--- config.mk ---
export PLATFORM = sky130hd
export DESIGN_NAME = clrp_port_top
export DESIGN_NICKNAME = d
export VERILOG_FILES = /design/src/logic/clrp_pkg.sv /design/src/logic/clrp_port_top.sv /design/src/logic/clrp_counter_unit.sv
export SDC_FILE = /design/constraint.sdc
export NUM_CORES = 1
export LEC_CHECK = 0
export CAP_MARGIN = 20
export CORE_MARGIN = 3
export CORE_UTILIZATION = 25
export DETAILED_ROUTE_END_ITERATION = 8
export DONT_BUFFER_PORTS = 1
export PLACE_DENSITY_LB_ADDON = 0.2
export SLEW_MARGIN = 30
export SYNTH_ARGS = -nofsm -noshare
export SYNTH_HDL_FRONTEND = slang
export SYNTH_HIERARCHICAL = 1
export SYNTH_SLANG_ARGS = --single-unit
--- constraint.sdc ---
create_clock -name I_CLK_SYS -period 2.91 [get_ports I_CLK_SYS]
set_clock_uncertainty 0.15 [all_clocks]
set_input_delay 0.1455 -clock I_CLK_SYS [delete_from_list [all_inputs] [get_ports I_CLK_SYS]]
set_output_delay 0.1455 -clock I_CLK_SYS [all_outputs]
set_load 0.1 [all_outputs]
--- src/logic/clrp_pkg.sv ---
package clrp_pkg;

  ////////////////////////////////////////////////////////////////////////////
  // Host port map, offsets relative to the board base address.
  localparam int           ADDR_W   = 4;
  localparam logic [3:0]   OFS_CNT1 = 4'h6;
  localparam logic [3:0]   OFS_CNT2 = 4'h7;
  localparam logic [3:0]   OFS_CNT3 = 4'h8;
  localparam logic [3:0]   OFS_CMD  = 4'h9;
  localparam int           NUM_CNT  = 3;

  ////////////////////////////////////////////////////////////////////////////
  // Command byte field codes.
  localparam logic [1:0]   SEL_C1   = 2'h0;
  localparam logic [1:0]   SEL_C2   = 2'h1;
  localparam logic [1:0]   SEL_C3   = 2'h2;
  localparam logic [1:0]   SEL_RDBK = 2'h3;
  localparam logic [1:0]   RW_LATCH = 2'h0;
  localparam logic [1:0]   RW_LOW   = 2'h1;
  localparam logic [1:0]   RW_HIGH  = 2'h2;
  localparam logic [1:0]   RW_BOTH  = 2'h3;
  localparam logic [2:0]   MODE_TERM_INT  = 3'h0;
  localparam logic [2:0]   MODE_ONE_SHOT  = 3'h1;
  localparam logic [2:0]   MODE_RATE      = 3'h2;
  localparam logic [2:0]   MODE_SQUARE    = 3'h3;
  localparam logic [2:0]   MODE_SW_STROBE = 3'h4;
  localparam logic [2:0]   MODE_HW_STROBE = 3'h5;

  // Read-back command bits; both latch flags are active low.
  localparam int           RB_NCOUNT_BIT  = 5;
  localparam int           RB_NSTATUS_BIT = 4;
  localparam int           RB_SEL_LSB     = 1;

  ////////////////////////////////////////////////////////////////////////////
  // Carriers.
  typedef struct packed {
    logic [1:0] sel;
    logic [1:0] rw;
    logic [2:0] mode;
    logic       bcd;
  } clrp_cmd_t;

  typedef struct packed {
    logic       out;
    logic       null_cnt;
    logic [1:0] rw;
    logic [2:0] mode;
    logic       bcd;
  } clrp_status_t;

  ////////////////////////////////////////////////////////////////////////////
  // Reset values and count constants.
  localparam clrp_cmd_t    CMD_RST    = '{sel: SEL_C1, rw: RW_LOW, mode: MODE_TERM_INT, bcd: 1'b0};
  localparam logic [15:0]  COUNT_RST  = 16'h0000;
  localparam logic [15:0]  CNT_ONE    = 16'h0001;
  localparam logic [15:0]  CNT_TWO    = 16'h0002;
  localparam logic [7:0]   BYTE_ZERO  = 8'h00;

endpackage : clrp_pkg

--- src/logic/clrp_port_top.sv ---
`timescale 1ns/100ps
// Overview of operation
// - The first and second counter outputs drive level outputs and rising-edge pulses for update strobes or interrupts.
// - The third counter's output can replace the timebase as the clock of the first and second counters.
// - Each data port is one byte wide and a sixteen-bit count moves as two successive byte accesses on one port.
// - A write to a data port loads the byte or bytes into that counter as its starting count.
// - A read of a data port returns the live count when nothing is latched and the latched data otherwise.
// - A single-counter latch command or a read-back command captures a counter's count or status for reading.
// - Latched data stays frozen while counting continues until the host has read all of it or reprograms that counter.
// - While latched data is unread, later latch requests of the same kind for that counter are ignored.
// - A latched sixteen-bit count reads low byte first and high byte second.
// - With status and count both latched, the status byte reads first and the count bytes follow.
// - The first counter's port decodes at offset 06 only while the group two write select bit is clear.
// - The second counter's port decodes at offset 07 only while the group two write select bit is clear.
// - The command's two top bits pick counter one, two or three, or turn the byte into a read-back command.
// - The command's byte access field picks latch, low byte only, high byte only, or low then high byte.
// - The command's lowest bit selects decimal counting when set and sixteen-bit binary when clear.
module clrp_port_top
  import clrp_pkg::*;
(
  input  wire logic              I_CLK_SYS,
  input  wire logic              I_RST,
  input  wire logic              I_CE,
  input  wire logic [ADDR_W-1:0] I_ADDR,
  input  wire logic              I_WR_STB,
  input  wire logic              I_RD_STB,
  input  wire logic [7:0]        I_WDATA,
  input  wire logic              I_GROUP_TWO_WRITE_SELECT,
  input  wire logic              I_ALT_CLOCK_SELECT,
  input  wire logic              I_TIMEBASE,
  output logic      [7:0]        O_RDATA,
  output logic      [1:0]        O_COUNTER_OUT,
  output logic      [1:0]        O_UPDATE_STROBE
);

  ////////////////////////////////////////////////////////////////////////////
  // Timebase synchroniser and tick generation.
  logic       tb_meta_reg, tb_meta_next;
  logic       tb_sync_reg, tb_sync_next;
  logic       tb_prev_reg, tb_prev_next;
  logic       c3_prev_reg, c3_prev_next;
  logic       tb_tick;
  logic       c3_tick;
  logic [NUM_CNT-1:0] tick;

  // Per-counter host-side state.
  clrp_cmd_t    cfg_reg [NUM_CNT];
  clrp_cmd_t    cfg_next [NUM_CNT];
  logic [7:0]   lo_byte_reg [NUM_CNT];
  logic [7:0]   lo_byte_next [NUM_CNT];
  logic [15:0]  cnt_lat_reg [NUM_CNT];
  logic [15:0]  cnt_lat_next [NUM_CNT];
  logic [7:0]   st_lat_reg [NUM_CNT];
  logic [7:0]   st_lat_next [NUM_CNT];
  logic [NUM_CNT-1:0] wr_hi_reg, wr_hi_next;
  logic [NUM_CNT-1:0] rd_hi_reg, rd_hi_next;
  logic [NUM_CNT-1:0] lat_hi_reg, lat_hi_next;
  logic [NUM_CNT-1:0] cnt_held_reg, cnt_held_next;
  logic [NUM_CNT-1:0] st_held_reg, st_held_next;

  // Decoded strobes and counter element signals.
  logic [NUM_CNT-1:0] port_hit;
  logic [NUM_CNT-1:0] program_stb;
  logic [NUM_CNT-1:0] latch_cnt;
  logic [NUM_CNT-1:0] latch_st;
  logic [NUM_CNT-1:0] load_stb;
  logic [15:0]        load_val [NUM_CNT];
  logic [15:0]        live_cnt [NUM_CNT];
  logic [NUM_CNT-1:0] null_cnt;
  logic [NUM_CNT-1:0] cnt_out;
  clrp_cmd_t          cmd_in;
  logic [7:0]         port_byte [NUM_CNT];

  // Output registers.
  logic [7:0] rdata_reg, rdata_next;
  logic [1:0] out_reg, out_next;
  logic [1:0] strobe_reg, strobe_next;

  ////////////////////////////////////////////////////////////////////////////
  // The timebase pin is asynchronous, so only the second stage feeds the edge detector.
  always_comb begin
    tb_meta_next = I_TIMEBASE;
    tb_sync_next = tb_meta_reg;
    tb_prev_next = tb_sync_reg;
    c3_prev_next = cnt_out[2];
  end

  always_ff @(posedge I_CLK_SYS) begin
    if (I_RST) begin
      tb_meta_reg <= 1'b0;
      tb_sync_reg <= 1'b0;
      tb_prev_reg <= 1'b0;
      c3_prev_reg <= 1'b1;
    end else if (I_CE) begin
      tb_meta_reg <= tb_meta_next;
      tb_sync_reg <= tb_sync_next;
      tb_prev_reg <= tb_prev_next;
      c3_prev_reg <= c3_prev_next;
    end
  end

  // Counters one and two run from the timebase or from the third counter's rising output.
  assign tb_tick = tb_sync_reg & ~tb_prev_reg;
  assign c3_tick = cnt_out[2] & ~c3_prev_reg;
  assign tick[0] = I_ALT_CLOCK_SELECT ? c3_tick : tb_tick;
  assign tick[1] = I_ALT_CLOCK_SELECT ? c3_tick : tb_tick;
  assign tick[2] = tb_tick;

  ////////////////////////////////////////////////////////////////////////////
  // Address decode. The two lower data ports share offsets with the second register
  // group, so they answer only while that group is deselected.
  assign cmd_in      = clrp_cmd_t'(I_WDATA);
  assign port_hit[0] = (I_ADDR == OFS_CNT1) && !I_GROUP_TWO_WRITE_SELECT;
  assign port_hit[1] = (I_ADDR == OFS_CNT2) && !I_GROUP_TWO_WRITE_SELECT;
  assign port_hit[2] = (I_ADDR == OFS_CNT3);

  always_comb begin
    program_stb = '0;
    latch_cnt   = '0;
    latch_st    = '0;
    if (I_WR_STB && I_ADDR == OFS_CMD) begin
      if (cmd_in.sel == SEL_RDBK) begin
        for (int i = 0; i < NUM_CNT; i++) begin
          latch_cnt[i] = I_WDATA[RB_SEL_LSB + i] & ~I_WDATA[RB_NCOUNT_BIT];
          latch_st[i]  = I_WDATA[RB_SEL_LSB + i] & ~I_WDATA[RB_NSTATUS_BIT];
        end
      end else if (cmd_in.rw == RW_LATCH) begin
        latch_cnt[cmd_in.sel] = 1'b1;
      end else begin
        program_stb[cmd_in.sel] = 1'b1;
      end
    end
  end

  ////////////////////////////////////////////////////////////////////////////
  // Byte sequencing, latches and read data for all three ports.
  always_comb begin
    wr_hi_next    = wr_hi_reg;
    rd_hi_next    = rd_hi_reg;
    lat_hi_next   = lat_hi_reg;
    cnt_held_next = cnt_held_reg;
    st_held_next  = st_held_reg;
    load_stb      = '0;
    rdata_next    = rdata_reg;
    for (int i = 0; i < NUM_CNT; i++) begin
      cfg_next[i]     = cfg_reg[i];
      lo_byte_next[i] = lo_byte_reg[i];
      cnt_lat_next[i] = cnt_lat_reg[i];
      st_lat_next[i]  = st_lat_reg[i];
      load_val[i]     = {BYTE_ZERO, I_WDATA};
      // Byte presented on a read: status, then latched count, then live count.
      if (st_held_reg[i]) begin
        port_byte[i] = st_lat_reg[i];
      end else if (cnt_held_reg[i]) begin
        port_byte[i] = (cfg_reg[i].rw == RW_HIGH || (cfg_reg[i].rw == RW_BOTH && lat_hi_reg[i]))
                       ? cnt_lat_reg[i][15:8] : cnt_lat_reg[i][7:0];
      end else begin
        port_byte[i] = (cfg_reg[i].rw == RW_HIGH || (cfg_reg[i].rw == RW_BOTH && rd_hi_reg[i]))
                       ? live_cnt[i][15:8] : live_cnt[i][7:0];
      end
      if (program_stb[i]) begin
        cfg_next[i]     = cmd_in;
        wr_hi_next[i]   = 1'b0;
        rd_hi_next[i]   = 1'b0;
        lat_hi_next[i]  = 1'b0;
        cnt_held_next[i] = 1'b0;
        st_held_next[i]  = 1'b0;
      end
      if (I_WR_STB && port_hit[i]) begin
        unique case (cfg_reg[i].rw)
          RW_HIGH: begin
            load_stb[i] = 1'b1;
            load_val[i] = {I_WDATA, BYTE_ZERO};
          end
          RW_BOTH: begin
            if (wr_hi_reg[i]) begin
              load_stb[i] = 1'b1;
              load_val[i] = {I_WDATA, lo_byte_reg[i]};
            end else begin
              lo_byte_next[i] = I_WDATA;
            end
            wr_hi_next[i] = ~wr_hi_reg[i];
          end
          default: load_stb[i] = 1'b1;
        endcase
      end
      if (I_RD_STB && port_hit[i]) begin
        rdata_next = port_byte[i];
        // Latched data is released once every byte of it has been read, or at once when that counter is reprogrammed.
        if (st_held_reg[i]) begin
          st_held_next[i] = 1'b0;
        end else if (cnt_held_reg[i]) begin
          if (cfg_reg[i].rw == RW_BOTH && !lat_hi_reg[i]) begin
            lat_hi_next[i] = 1'b1;
          end else begin
            lat_hi_next[i]   = 1'b0;
            cnt_held_next[i] = 1'b0;
          end
        end else if (cfg_reg[i].rw == RW_BOTH) begin
          rd_hi_next[i] = ~rd_hi_reg[i];
        end
      end
      // Capture is gated on the registered held flag, so a latch arriving with the last read byte is dropped.
      if (latch_cnt[i] && !cnt_held_reg[i]) begin
        cnt_lat_next[i]  = live_cnt[i];
        cnt_held_next[i] = 1'b1;
        lat_hi_next[i]   = 1'b0;
      end
      if (latch_st[i] && !st_held_reg[i]) begin
        st_lat_next[i]  = clrp_status_t'({cnt_out[i], null_cnt[i], cfg_reg[i].rw,
                                          cfg_reg[i].mode, cfg_reg[i].bcd});
        st_held_next[i] = 1'b1;
      end
    end
    if (I_RD_STB && !(|port_hit)) begin
      rdata_next = BYTE_ZERO;
    end
  end

  // Host-side registers.
  always_ff @(posedge I_CLK_SYS) begin
    if (I_RST) begin
      wr_hi_reg    <= '0;
      rd_hi_reg    <= '0;
      lat_hi_reg   <= '0;
      cnt_held_reg <= '0;
      st_held_reg  <= '0;
      rdata_reg    <= BYTE_ZERO;
      for (int i = 0; i < NUM_CNT; i++) begin
        cfg_reg[i]     <= CMD_RST;
        lo_byte_reg[i] <= BYTE_ZERO;
        cnt_lat_reg[i] <= COUNT_RST;
        st_lat_reg[i]  <= BYTE_ZERO;
      end
    end else if (I_CE) begin
      wr_hi_reg    <= wr_hi_next;
      rd_hi_reg    <= rd_hi_next;
      lat_hi_reg   <= lat_hi_next;
      cnt_held_reg <= cnt_held_next;
      st_held_reg  <= st_held_next;
      rdata_reg    <= rdata_next;
      for (int i = 0; i < NUM_CNT; i++) begin
        cfg_reg[i]     <= cfg_next[i];
        lo_byte_reg[i] <= lo_byte_next[i];
        cnt_lat_reg[i] <= cnt_lat_next[i];
        st_lat_reg[i]  <= st_lat_next[i];
      end
    end
  end

  ////////////////////////////////////////////////////////////////////////////
  // The three counting elements.
  for (genvar g = 0; g < NUM_CNT; g++) begin : g_cnt
    clrp_counter_unit u_unit (
      .i_clk      (I_CLK_SYS),
      .i_rst      (I_RST),
      .i_ce       (I_CE),
      .i_tick     (tick[g]),
      .i_program  (program_stb[g]),
      .i_mode     (cfg_reg[g].mode),
      .i_bcd      (cfg_reg[g].bcd),
      .i_load_stb (load_stb[g]),
      .i_load_val (load_val[g]),
      .o_count    (live_cnt[g]),
      .o_null     (null_cnt[g]),
      .o_out      (cnt_out[g])
    );
  end

  ////////////////////////////////////////////////////////////////////////////
  // Output stage. Strobes are one cycle long so an update or interrupt source sees a clean edge.
  always_comb begin
    out_next    = cnt_out[1:0];
    strobe_next = cnt_out[1:0] & ~out_reg;
  end

  always_ff @(posedge I_CLK_SYS) begin
    if (I_RST) begin
      out_reg    <= 2'h3;
      strobe_reg <= 2'h0;
    end else if (I_CE) begin
      out_reg    <= out_next;
      strobe_reg <= strobe_next;
    end
  end

  assign O_RDATA         = rdata_reg;
  assign O_COUNTER_OUT   = out_reg;
  assign O_UPDATE_STROBE = strobe_reg;

endmodule : clrp_port_top

--- src/logic/clrp_counter_unit.sv ---
`timescale 1ns/100ps
module clrp_counter_unit
  import clrp_pkg::*;
(
  input  wire logic        i_clk,
  input  wire logic        i_rst,
  input  wire logic        i_ce,
  input  wire logic        i_tick,
  input  wire logic        i_program,
  input  wire logic [2:0]  i_mode,
  input  wire logic        i_bcd,
  input  wire logic        i_load_stb,
  input  wire logic [15:0] i_load_val,
  output logic      [15:0] o_count,
  output logic             o_null,
  output logic             o_out
);

  logic [15:0] count_reg, count_next;
  logic [15:0] load_reg, load_next;
  logic        armed_reg, armed_next;
  logic        running_reg, running_next;
  logic        null_reg, null_next;
  logic        out_reg, out_next;
  logic [15:0] dec_val;

  ////////////////////////////////////////////////////////////////////////////
  // Decimal decrement, digit by digit; zero wraps to the largest value.
  function automatic logic [15:0] bcd_dec(input logic [15:0] v);
    logic [15:0] r;
    logic        borrow;
    r      = v;
    borrow = 1'b1;
    for (int d = 0; d < 4; d++) begin
      if (borrow) begin
        if (r[d*4 +: 4] == 4'h0) begin
          r[d*4 +: 4] = 4'h9;
        end else begin
          r[d*4 +: 4] = r[d*4 +: 4] - 4'h1;
          borrow      = 1'b0;
        end
      end
    end
    return r;
  endfunction : bcd_dec

  ////////////////////////////////////////////////////////////////////////////
  // Counting element. A new starting count takes effect on the next tick, so the
  // host can write both bytes without the counter running on a half value.
  always_comb begin
    count_next   = count_reg;
    load_next    = load_reg;
    armed_next   = armed_reg;
    running_next = running_reg;
    null_next    = null_reg;
    out_next     = out_reg;
    dec_val      = i_bcd ? bcd_dec(count_reg) : count_reg - CNT_ONE;
    if (i_program) begin
      armed_next   = 1'b0;
      running_next = 1'b0;
      null_next    = 1'b1;
      out_next     = 1'b1;
    end else if (i_load_stb) begin
      load_next  = i_load_val;
      armed_next = 1'b1;
      null_next  = 1'b1;
    end
    if (i_tick && !i_program) begin
      if (armed_reg) begin
        count_next   = load_reg;
        armed_next   = i_load_stb;
        running_next = 1'b1;
        null_next    = i_load_stb;
        if (i_mode == MODE_TERM_INT || i_mode == MODE_ONE_SHOT) begin
          out_next = 1'b0;
        end
      end else if (running_reg) begin
        // Periodic modes reload at one; square wave toggles there, so its period is twice the count.
        if ((i_mode == MODE_RATE || i_mode == MODE_SQUARE) && count_reg == CNT_ONE) begin
          count_next = load_reg;
          out_next   = (i_mode == MODE_SQUARE) ? ~out_reg : 1'b1;
        end else begin
          count_next = dec_val;
          if (i_mode == MODE_TERM_INT || i_mode == MODE_ONE_SHOT) begin
            out_next = out_reg | (count_reg == CNT_ONE);
          end else if (i_mode != MODE_SQUARE) begin
            out_next = (count_reg != CNT_TWO);
          end
        end
      end
    end
  end

  // State registers; all frozen while the clock enable is low.
  always_ff @(posedge i_clk) begin
    if (i_rst) begin
      count_reg   <= COUNT_RST;
      load_reg    <= COUNT_RST;
      armed_reg   <= 1'b0;
      running_reg <= 1'b0;
      null_reg    <= 1'b1;
      out_reg     <= 1'b1;
    end else if (i_ce) begin
      count_reg   <= count_next;
      load_reg    <= load_next;
      armed_reg   <= armed_next;
      running_reg <= running_next;
      null_reg    <= null_next;
      out_reg     <= out_next;
    end
  end

  assign o_count = count_reg;
  assign o_null  = null_reg;
  assign o_out   = out_reg;

endmodule : clrp_counter_unit

-- Word-level counts from Yosys, hierarchy flattened
Memory sizes are Yosys's and may differ from the RTL's.
Index checks and enable logic that the tools add are counted.
- memories: 4
- word-level logic and storage cells: 494
- bits in registers: 139
- memory bits (writable): 120
- memory list (name ; words ; width ; rd ports ; clocked after memory_dff ; wr ports ; line ; source):
    cnt_lat_reg ; 3 ; 16 ; 3 ; 0 ; 3 ; clrp_port_top.sv:51 ; logic [15:0] cnt_lat_reg [NUM_CNT];
    cfg_reg ; 3 ; 8 ; 3 ; 0 ; 3 ; clrp_port_top.sv:47 ; clrp_cmd_t cfg_reg [NUM_CNT];
    lo_byte_reg ; 3 ; 8 ; 3 ; 0 ; 3 ; clrp_port_top.sv:49 ; logic [7:0] lo_byte_reg [NUM_CNT];
    st_lat_reg ; 3 ; 8 ; 3 ; 0 ; 3 ; clrp_port_top.sv:53 ; logic [7:0] st_lat_reg [NUM_CNT];
- order comparisons: 2
- equality and inequality tests: 38
- add/sub/neg operators: 15
- reduce and logical (&&, ||, !) cells: 95
- bitwise gates (word level): 41
- multiplexer cells: 260
- operator list (operator ; count):
    $mux 16 ; 24
    $mux 8 ; 40
    $mux 1 ; 163
    $pmux 16 s2 ; 3
    $mux 4 ; 21
    $eq 16x1->1 const B ; 3
    $logic_not 4->1 ; 12
    $ne 16x2->1 const B ; 3
    $sub 16x1->16 const B ; 3
    $sub 4x1->4 const B ; 12
    $ne 4x4->1 const B ; 9
    $reduce_and 4->1 ; 9
    $logic_and 1x1->1 ; 32
    $mux 3 ; 8
    $eq 3x2->1 const B ; 6
    $reduce_and 3->1 ; 6
    $not 1->1 ; 16
    $or 1x1->1 ; 15
    $eq 2x2->1 const B ; 7
    $logic_not 1->1 ; 14
    $logic_or 1x1->1 ; 12
    $eq 3x1->1 const B ; 3
    $logic_not 3->1 ; 3
    $ne 3x2->1 const B ; 3
    other kinds (13) ; 24

-- Longest topological paths before layout
Gate-level depths: netlist of run 1.
- depth after elaboration: 14
- depth in mapped cells: 10

-- Cells and area by module
The synthesis of run 1 kept the hierarchy.
- by module, submodules not included (module ; area an instance (um2) ; times used ; seq. area each (um2) ; cells each):
    clrp_port_top ; 7343.3 ; 1 ; 4043.9 ; 679
    clrp_counter_unit ; 2154.6 ; 3 ; 720.7 ; 277

-- Worst setup path before layout of run 1
No wires, ideal clock.
- path type: input-to-reg
- start: input I_ADDR[0]
- end: register g_cnt[2].u_unit.count_reg[15]
- slack: 496 ps
- data required time: 2686 ps
- library setup time: 74 ps
- data arrival time: 2190 ps
- path buffers: 4
- stages on the path: 10
- path through: clkbuf_1 -> o211ai_1 -> or3_1 -> inv_1 -> clkbuf_1 -> or3_1 -> clkbuf_1 -> clkbuf_1 -> a2bb2oi_1 -> a31oi_1
- word-level cells in the longest chain between the ends: 6
- RTL lines (element ; line ; source):
    start: declaration ; clrp_port_top.sv:24 ; input wire logic [ADDR_W-1:0] I_ADDR,
    $eq 4x4->1 ; clrp_port_top.sv:121 ; if (I_WR_STB && I_ADDR == OFS_CMD) begin
    $logic_and 1x1->1 ; clrp_port_top.sv:121 ;
    $mux 3 ; clrp_port_top.sv:121 ;
    net program_stb[2] ; clrp_port_top.sv:63 ; logic [NUM_CNT-1:0] program_stb;
    $logic_not 1->1 ; clrp_counter_unit.sv:68 ; if (i_tick && !i_program) begin
    $logic_and 1x1->1 ; clrp_counter_unit.sv:68 ;
    $reduce_and 4->1 (no line) ; - ;
    end signal: assignment ; clrp_counter_unit.sv:104 ; count_reg <= count_next;
    end: declaration ; clrp_counter_unit.sv:19 ; logic [15:0] count_reg, count_next;
The timed path passes the listed nets, and every way through them passes these cells.
A chain may end at the register's enable or synchronous reset.

-- Final worst setup path of run 1
- start: register tb_sync_reg, in the netlist tb_prev_next
- end: register g_cnt[1].u_unit.count_reg[3]
- word-level cells in the longest chain between the ends: 4
- RTL lines (element ; line ; source):
    start: declaration ; clrp_port_top.sv:39 ; logic tb_sync_reg, tb_sync_next;
    start signal: assignment ; clrp_port_top.sv:96 ; tb_sync_reg <= tb_sync_next;
    $and 1x1->1 ; clrp_port_top.sv:103 ; assign tb_tick = tb_sync_reg & ~tb_prev_reg;
    net tb_tick ; clrp_port_top.sv:42 ; logic tb_tick;
    $mux 1 ; - ;
    net tick[0] ; clrp_port_top.sv:44 ; logic [NUM_CNT-1:0] tick;
    $logic_and 1x1->1 ; clrp_counter_unit.sv:68 ;
    $reduce_and 3->1 (no line) ; - ;
    end signal: assignment ; clrp_counter_unit.sv:104 ;
    end: declaration ; clrp_counter_unit.sv:19 ;
The timed path passes the listed nets, and every way through them passes these cells.

==> metrics.txt, run 1 <==
Async S/R FF share, synth 0%; max cap viols 0; RSZ-0062 raised after global routing false; fillcell total 5744; commonest cells after routing, fill and taps aside 231 x nand2_1, 138 x dfxtp_1, 115 x a21oi_1; Cells after Synth 1510; core area 0.05424 mm2; Port Buf Inserts 0; sequential fraction of the synthesis area 44.95%; Tcrit/Tclk final 91.65%; Slew HR 40.09%; startpoint types register; Final ANT Viol Nets 0; R2R depth 8; Clk Latency, worst-skew pair 0.53 ns; R2R Path Start tb_prev_next$_SDFFE_PP0P_; worst-path maximum fanout 15; layout cell share with drive strength beyond 1 13.59%; Data arrival, critical path 3.00 ns; routed via count 11830; initial antenna violation count 9; aggregate global routing overflow 0; final setup vio count 0; Layout Nets 1593; Cell Count, Final, Fillers Out 2287; design area 0.01639 mm2; Hold Violations, Final 0; Post-route DRC 0; Unique masters post-synth 81; DP Area 0.01496 mm2; CTS Buffer Depth 3; Synth Cell Area 0.01381 mm2; Initial Util 25.46%; Die Y 241.0 um; RR Endpoint g_cnt[1].u_unit/o_count[3]$_SDFFE_PP0P_; hold_ws 0.02774 ns; Avg WL per Cell 20.98 um; final slew viol count 0; Worst Hold Path Cells 1; dominant synthesized flop cell dfxtp_1; min cycle time layout 2.667 ns; Site Rows 85; largest net degree at the start of global routing 136; Initial DRC Count 963; DR pass1 iterations 5; WHS Endpoint lo_byte_reg[0][19]$_SDFFCE_PN0P_; placed cell count 2201; GRT Util Overall 16.31%; WP data required 3.24 ns; clock slew at reported path FFs 0.06 ns; Die Wd 241.0 um; Via density 5.174; Cell Pwr Density 529.6 mW/mm2; Synth-to-Final Area Change 18.71%; GPL Wtd Cong 0.8503; H-Tree Depth 2; Post-synth EDFFs 114; Synth Register Bits 253; area of the multi-input gates 0.007012 mm2; Root Buffer clkbuf_16; commonest non-fill, non-tap cell in the layout nand2_1; Leakage 0.005934 uW; HP Start I_RST; outcome finished clean; post-DP HPWL 32830 um; Syn Nets 1539; setup TNS 0 ns; worst hold path type in2reg; Peak Freq 0.3749 GHz; Setup Crit Path Kind reg2reg; Seq. cell area 0.006207 mm2; mean area per synthesized cell 9.144 um2; CTS Sinks 253; first-pass GRT wire length 72220 um; YS warnings 6; die area 0.05808 mm2; vias in the first global route 11590; number of CTS-inserted buffers 34; Worst Tran Pin Value 0.8954 ns; Reg2Reg Setup Slack 0.24 ns; I/O pin cnt 32; final WL 47980 um; TritonCTS clock tree done; Max IR drop VDD 0.2818 mV; Worst setup EP type register
-- power by group --
| group | total (uW) | switching, uW | internal, uW |
|---|---|---|---|
| sequential | 3860 | 63.6 | 3800 |
| clock | 4320 | 1680 | 2640 |
| combinational | 495 | 341 | 154 |
| total | 8680 | 2080 | 6600 |
-- cell type report --
cell class                 instances  share of cell area [%]
inverter                          41                  0.9389
antenna                            2                 0.03053
clock buffer                      50                   6.519
sequential                       253                   37.87
clock inverter                    11                  0.5344
multi-input combinational       1114                   42.78
tap                              696                   5.313
timing repair buffer             120                   6.015
-- per-stage QoR --
stage	total power, uW	setup WS (ns)	util, %
after floorplan	4223	0.4961	-
after global placement	4322	0.2752	27.58
after detailed placement	4323	0.2861	27.58
after CTS	8795	0.06241	30.19
after global routing	8966	0.03192	30.21
final	8681	0.2429	30.22
-- worst max-delay path, stage by stage (launching register included) --
cell           delay (ns)
dfxtp_1              0.35
nor2b_1              0.17
mux2_2               0.30
nand2_1              0.14
or3_4                0.49
o21ai_0              0.20
a22oi_1              0.09
a21oi_1              0.15
dlygate4sd3_1        0.56
-- synth_stat cells (34+ instances only) --
cell	count	area share (%)
edfxtp_1	114	25
nand3_1	37	1.3
nor2_1	93	2.5
and2_1	106	4.8
mux2i_1	52	3.8
nand2_1	231	6.3
clkbuf_1	77	2.1
o21ai_0	51	1.8
a21oi_1	115	4.2
dfxtp_1	139	20
inv_1	34	0.92
-- cells by family after synthesis --
logic type                 after synthesis  synth area share (%)
and+or+nand+nor                        630                 24.06
DFF                                    253                 44.95
muxes                                   53                 3.851
AOI/OAI and AO/OA                      422                 21.94
adders and majority gates                9                0.8156
buffers and inverters                  143                 4.386
-- what timing repair did --
item | in CTS | in global routing
setup buffers | 0 | 0
endpoints found under the setup margin | 0 | 1
hold buffers | 23 | 0
endpoints found under the hold margin | 218 | 0
resized for setup | 0 | 3
-- worst max path at each step --
| stage | startpoint | to | slack [ns] |
|---|---|---|---|
| 5_1_grt | tb_prev_next$_SDFFE_PP0P_ | g_cnt[1].u_unit/o_count[3]$_SDFFE_PP0P_ | 0.03 |
| 2_1_floorplan | I_ADDR[0] | g_cnt[2].u_unit/o_count[15]$_SDFFE_PP0P_ | 0.50 |
| 3_5_place_dp | g_cnt[0].u_unit/o_count[1]$_SDFFE_PP0P_ | g_cnt[0].u_unit/o_count[0]$_SDFFE_PP0P_ | 0.29 |
| 3_3_place_gp | I_ADDR[2] | g_cnt[2].u_unit/o_count[15]$_SDFFE_PP0P_ | 0.28 |
| 4_1_cts | tb_prev_next$_SDFFE_PP0P_ | g_cnt[1].u_unit/o_count[3]$_SDFFE_PP0P_ | 0.06 |
| 6_report | tb_prev_next$_SDFFE_PP0P_ | g_cnt[1].u_unit/o_count[3]$_SDFFE_PP0P_ | 0.24 |
-- routing by layer --
metal	track usage (%)	wire (um)
met5	0	0
met4	5.450	1571
met3	2.857	2584
met2	26.02	21540
met1	22.36	22280
Note: power is estimated with default switching activity, not from simulation.
==> inputs of run 2 (changes only) <==
==> constraint.sdc (replaced) <==
create_clock -name I_CLK_SYS -period 3.1 [get_ports I_CLK_SYS]
set_clock_uncertainty 0.15 [all_clocks]
set_input_delay 0.155 -clock I_CLK_SYS [delete_from_list [all_inputs] [get_ports I_CLK_SYS]]
set_output_delay 0.155 -clock I_CLK_SYS [all_outputs]
set_load 0.1 [all_outputs]
==> metrics.txt, run 2 (synthesis gave the netlist of run 1 again) <==
final setup vio count 0 (unchanged); aggregate global routing overflow 0 (unchanged); commonest non-fill, non-tap cell in the layout nand2_1; min cycle time layout 2.749 ns (+0.08168 ns); TritonCTS clock tree done; die area 0.05808 mm2 (unchanged); Post-route DRC 0 (unchanged); Peak Freq 0.3638 GHz (-3.0%); routed via count 11830 (-0.0085%); grt met1 use 22.43% (+0.072 points); fillcell total 5716 (-0.49%); Avg WL per Cell 20.69 um (-1.4%); RSZ-0062 raised after global routing false; post-DP HPWL 32330 um (-1.5%); DR pass1 iterations 5 (unchanged); Max IR drop VDD 0.5350 mV (+90%); Hold Violations, Final 0 (unchanged); Layout Nets 1585 (-0.50%); outcome finished clean; CTS Buffer Depth 3 (unchanged); Worst setup EP type register; GPL Wtd Cong 0.8693 (+2.2%); Root Buffer clkbuf_16; area of the multi-input gates 0.007010 mm2 (about the same); vias in the first global route 11670 (+0.70%); WP data required 3.40 ns (+0.16 ns); Leakage 0.005842 uW (-1.5%); Layout Utilization 29.92% (-0.30 points); Cell Pwr Density 477.4 mW/mm2 (-9.9%); setup TNS 0 ns (unchanged); final WL 47180 um (-1.7%); layout cell share with drive strength beyond 1 12.46% (-1.1 points); I/O pin cnt 32 (unchanged); largest net degree at the start of global routing 140 (+2.9%); CTS Sinks 253 (unchanged); commonest cells after routing, fill and taps aside 231 x nand2_1, 139 x dfxtp_1, 115 x a21oi_1; hold_ws 0.02871 ns (+0.0009746 ns); global routing's busiest layer met2; Die Y 241.0 um (unchanged); GRT Util Overall 16.09% (-0.22 points); Worst Tran Pin Value 0.9862 ns (+0.09084 ns); worst setup margin 0.3512 ns (+0.1083 ns); Via density 5.190 (+0.30%); final slew viol count 0 (unchanged); worst hold path type in2reg; max cap viols 0 (unchanged); number of CTS-inserted buffers 31 (-8.8%); Data arrival, critical path 3.05 ns (+0.05 ns); core area 0.05424 mm2 (unchanged); H-Tree Depth 1 (-1); GR Layer Usage met2 25.27% (-0.75 points); Port Buf Inserts 0 (unchanged); initial antenna violation count 8 (-1); Slew HR 34.01% (-6.1 points); Final ANT Viol Nets 0 (unchanged); Site Rows 85 (unchanged); setup bufs post-CTS 0 (unchanged); Clk Latency, worst-skew pair 0.59 ns (+0.06 ns); Tcrit/Tclk final 88.67% (-3.0 points); Initial Util 25.46% (unchanged); Initial DRC Count 978 (+1.6%); pre-CTS WS 0.4304 ns (+0.1443 ns); Setup Crit Path Kind reg2reg; Die Wd 241.0 um (unchanged); Seq. cell area 0.006206 mm2 (about the same); first-pass GRT wire length 72340 um (+0.16%); Synth-to-Final Area Change 17.54%; startpoint types register; clock slew at reported path FFs 0.06 ns (about the same); GRT met3 Usage 2.960% (+0.10 points); worst-path maximum fanout 9 (-6)
==> run 2: what timing repair did <==
item,4_1_cts,5_1_grt
endpoints found under the hold margin,286,0
resized for setup,0,0
hold buffers,29,0
==> run 2: area by class of cell <==
cell class	count	share of cell area [%]
Multi-Input combinational cell	1114	43.20
Tap cell	696	5.366
Inverter	41	0.9483
Clock inverter	23	1.395
Antenna cell	3	0.04626
Sequential cell	253	38.24
Timing Repair Buffer	115	5.936
Clock buffer	35	4.872
==> run 2: final timing paths <==
| kind | cells past startpoint | end | startpoint | slack, ns |
|---|---|---|---|---|
| worst min register to register | 2 | g_cnt[1].u_unit/load_reg[14]$_SDFFE_PP0P_ | g_cnt[1].u_unit/load_reg[14]$_SDFFE_PP0P_ | 0.30 |
| worst max-delay path | 7 | g_cnt[2].u_unit/o_count[13]$_SDFFE_PP0P_ | g_cnt[2].u_unit/o_count[1]$_SDFFE_PP0P_ | 0.35 |
| worst max register to register | 7 | g_cnt[2].u_unit/o_count[13]$_SDFFE_PP0P_ | g_cnt[2].u_unit/o_count[1]$_SDFFE_PP0P_ | 0.35 |
| worst min-delay path | 5 | cnt_held_reg[0]$_SDFFE_PP0P_ | I_WDATA[1] | 0.03 |
==> run 2: report_power, final <==
| part | total, uW | leakage (uW) | internal [uW] | switching [uW] |
|---|---|---|---|---|
| registers | 3630 | 0.00229 | 3570 | 58.8 |
| clock network | 3650 | 0.000500 | 2160 | 1490 |
| logic | 468 | 0.00305 | 146 | 322 |
| total | 7750 | 0.00584 | 5870 | 1870 |
==> run 2: routing by layer <==
layer  part of all wire (%)  wire, um
met2                     45     21000
met1                     46     21650
met3                    6.0      2810
met5                  0.057        27
met4                    3.6      1683
==> run 2: worst max-delay path: stages, from the launching register on <==
cell and delay [ns]:
dfxtp_1 0.48, inv_1 0.13, ha_1 0.19, nor2b_1 0.15
and3_1 0.33, a21o_1 0.35, a2111oi_0 0.66, a211oi_1 0.15
==> run 2: metrics by stage <==
step                total power [uW]  cell area (um2)  cells
floorplan                       3964            13810   1510
global placement                4058            14880   2190
detailed placement              4060            14880   2190
CTS                             7865            16220   2277
global route                    8055            16220   2277
finish                          7747            16230   2280
==> inputs of run 3 (changes only) <==
--- a/config.mk
+++ b/config.mk
@@ -8,6 +8,7 @@
 export CAP_MARGIN = 20
 export CORE_MARGIN = 3
 export CORE_UTILIZATION = 25
+export CTS_CLUSTER_DIAMETER = 100
 export DETAILED_ROUTE_END_ITERATION = 8
 export DONT_BUFFER_PORTS = 1
 export PLACE_DENSITY_LB_ADDON = 0.2
==> constraint.sdc (replaced) <==
create_clock -name I_CLK_SYS -period 3.1 [get_ports I_CLK_SYS]
set_clock_uncertainty 0.15 [all_clocks]
set_input_delay 0.155 -clock I_CLK_SYS [delete_from_list [all_inputs] [get_ports I_CLK_SYS]]
set_output_delay 0.155 -clock I_CLK_SYS [all_outputs]
set_load 0.05 [all_outputs]
==> metrics.txt, run 3 (synthesis gave the netlist of run 1 again) <==
Clk Latency, worst-skew pair 0.55 ns (-0.04 ns); Final ANT Viol Nets 0 (unchanged); Seq pwr share 45.2% (-1.6 points); cts repair resizes 0 (unchanged); Avg WL per Cell 21.12 um (+2.1%); switching power 1895 uW (+1.2%); Layout Nets 1571 (-0.88%); initial antenna violation count 7 (-1); outcome finished clean; Logic pwr share 5.5% (-0.5 points); Via density 5.239 (+0.95%); Hold Violations, Final 0 (unchanged); post-DP HPWL 32140 um (-0.57%); Setup Crit Path Kind in2reg; worst hold path type in2reg; hold_ws 0.01718 ns (-0.01153 ns); Port Buf Inserts 0 (unchanged); RSZ-0062 raised after global routing false; fillcell total 5749 (+0.58%); Initial Util 25.46% (unchanged); Leakage 0.005822 uW (-0.36%); final slew viol count 0 (unchanged); vias in the first global route 11460 (-1.9%); Slew HR 35.06% (+1.1 points); max cap viols 0 (unchanged); dominant delay contributor by cell family on the critical path buffers and inverters; I/O pin cnt 32 (unchanged); layout cell share with drive strength beyond 1 11.48% (-0.98 points); TritonCTS clock tree done; Site Rows 85 (unchanged); Slowest-stage cell, CP dlygate4sd3_1; setup bufs post-CTS 0 (unchanged); H-Tree Depth 2 (+1); Initial DRC Count 941 (-3.8%); routed via count 11880 (+0.37%); GPL Wtd Cong 0.8318 (-4.3%); Die Wd 241.0 um (unchanged); worst-path maximum fanout 14 (+5); crit path buf inv count 4 (+3); WP data required 3.44 ns (+0.04 ns); CP peak stage delay 1.11 ns (+0.45 ns); Data arrival, critical path 3.16 ns (+0.11 ns); min cycle time layout 2.829 ns (+0.08018 ns); first-pass GRT wire length 72230 um (-0.15%); Die Y 241.0 um (unchanged); Root Buffer clkbuf_16; commonest non-fill, non-tap cell in the layout nand2_1; final setup vio count 0 (unchanged); Worst setup EP type register; Synth-to-Final Area Change 17.52% (about the same); DP Area 0.01477 mm2 (-0.77%); GRT Util Overall 16.24% (+0.15 points); DR pass1 iterations 6 (+1); crit-path most repeated cell dlygate4sd3_1; aggregate global routing overflow 0 (unchanged); number of CTS-inserted buffers 34 (+9.7%); Sw Ratio 23.52% (-0.65 points); Post-route DRC 0 (unchanged); Tcrit/Tclk final 91.26% (+2.6 points); Cell Pwr Density 496.5 mW/mm2 (+4.0%); final WL 47890 um (+1.5%); pre-CTS WS 0.4254 ns (-0.004998 ns); crit-path cells dlygate4sd3_1, nor4b_1, buf_4, nand3b_1, dlygate4sd3_1, a21oi_1, dlygate4sd3_1; core area 0.05424 mm2 (unchanged); CTS Sinks 253 (unchanged); Int Pwr 6161 uW (+4.9%); largest net degree at the start of global routing 133 (-5.0%); Peak Freq 0.3535 GHz (-2.8%); Max IR drop VDD 0.2929 mV (-45%); worst setup margin 0.2710 ns (-0.08018 ns); commonest cells after routing, fill and taps aside 231 x nand2_1, 139 x dfxtp_1, 115 x a21oi_1; Worst Tran Pin Value 0.9705 ns (-0.01574 ns); design area 0.01623 mm2 (about the same); setup TNS 0 ns (unchanged); CTS Buffer Depth 3 (unchanged); startpoint types input port; die area 0.05808 mm2 (unchanged); clock power share 49.3% (+2.1 points); clock slew at reported path FFs 0.06 ns (about the same)
## run 3: cell count changes in the layout (fill, tap and decap cells not counted), sizes merged
| cell | delta |
|---|---|
| clkbuf | +21 |
| clkinvlp | -2 |
| bufinv | -2 |
| buf | -17 |
| clkinv | -13 |
## run 3: per-layer routing
| metal | GRT usage (%) | wire length [um] | vias up |
|---|---|---|---|
| li1 | - | - | 5623 |
| met1 | 22.15 | 22190 | 5855 |
| met2 | 26.11 | 21710 | 304 |
| met3 | 2.731 | 2441 | 89 |
| met4 | 5.522 | 1503 | 6 |
| met5 | 0 | 41 | - |
## run 3: final cells by class
class,count,area [um2],share of cell area [%]
Sequential cell,253,6206,38.25
Clock buffer,56,1037,6.393
Clock inverter,6,83.83,0.5167
Timing Repair Buffer,98,855.8,5.275
Antenna cell,3,7.507,0.04627
Tap cell,696,870.8,5.367
Multi-Input combinational cell,1114,7010,43.21
Inverter,41,153.9,0.9485
## run 3: timing repair
| item | 4_1_cts | 5_1_grt |
|---|---|---|
| hold endpoints to repair | 218 | 0 |
| endpoints found under the setup margin | 0 | 0 |
| hold buffers | 29 | 0 |
## run 3: path summary, 6_finish.rpt
| check | from | to | slack [ns] | depth (start not counted) |
|---|---|---|---|---|
| max reg2reg | st_held_reg[0]$_SDFFE_PP0P_ | cnt_held_reg[0]$_SDFFE_PP0P_ | 0.31 | 7 |
| max | I_WDATA[6] | st_held_reg[2]$_SDFFE_PP0P_ | 0.27 | 7 |
| min reg2reg | g_cnt[1].u_unit/load_reg[11]$_SDFFE_PP0P_ | g_cnt[1].u_unit/load_reg[11]$_SDFFE_PP0P_ | 0.30 | 2 |
| min | I_WDATA[3] | cfg_reg[0][11]$_SDFFCE_PN0P_ | 0.02 | 1 |
## run 3: power groups by stage
stage	logic (uW)	clock network, uW	registers (uW)
2_1_floorplan	286	0	3670
3_3_place_gp	339	0	3710
3_5_place_dp	340	0	3710
4_1_cts	445	4060	3640
5_1_grt	479	4200	3650
6_report	443	3970	3640
## run 3: per-stage QoR
step           total power (uW)  instances  utilization, %
2_1_floorplan              3956       1510               -
3_3_place_gp               4047       2173           27.22
3_5_place_dp               4049       2173           27.23
4_1_cts                    8146       2264           29.90
5_1_grt                    8325       2264           29.90
6_report                   8056       2267           29.91
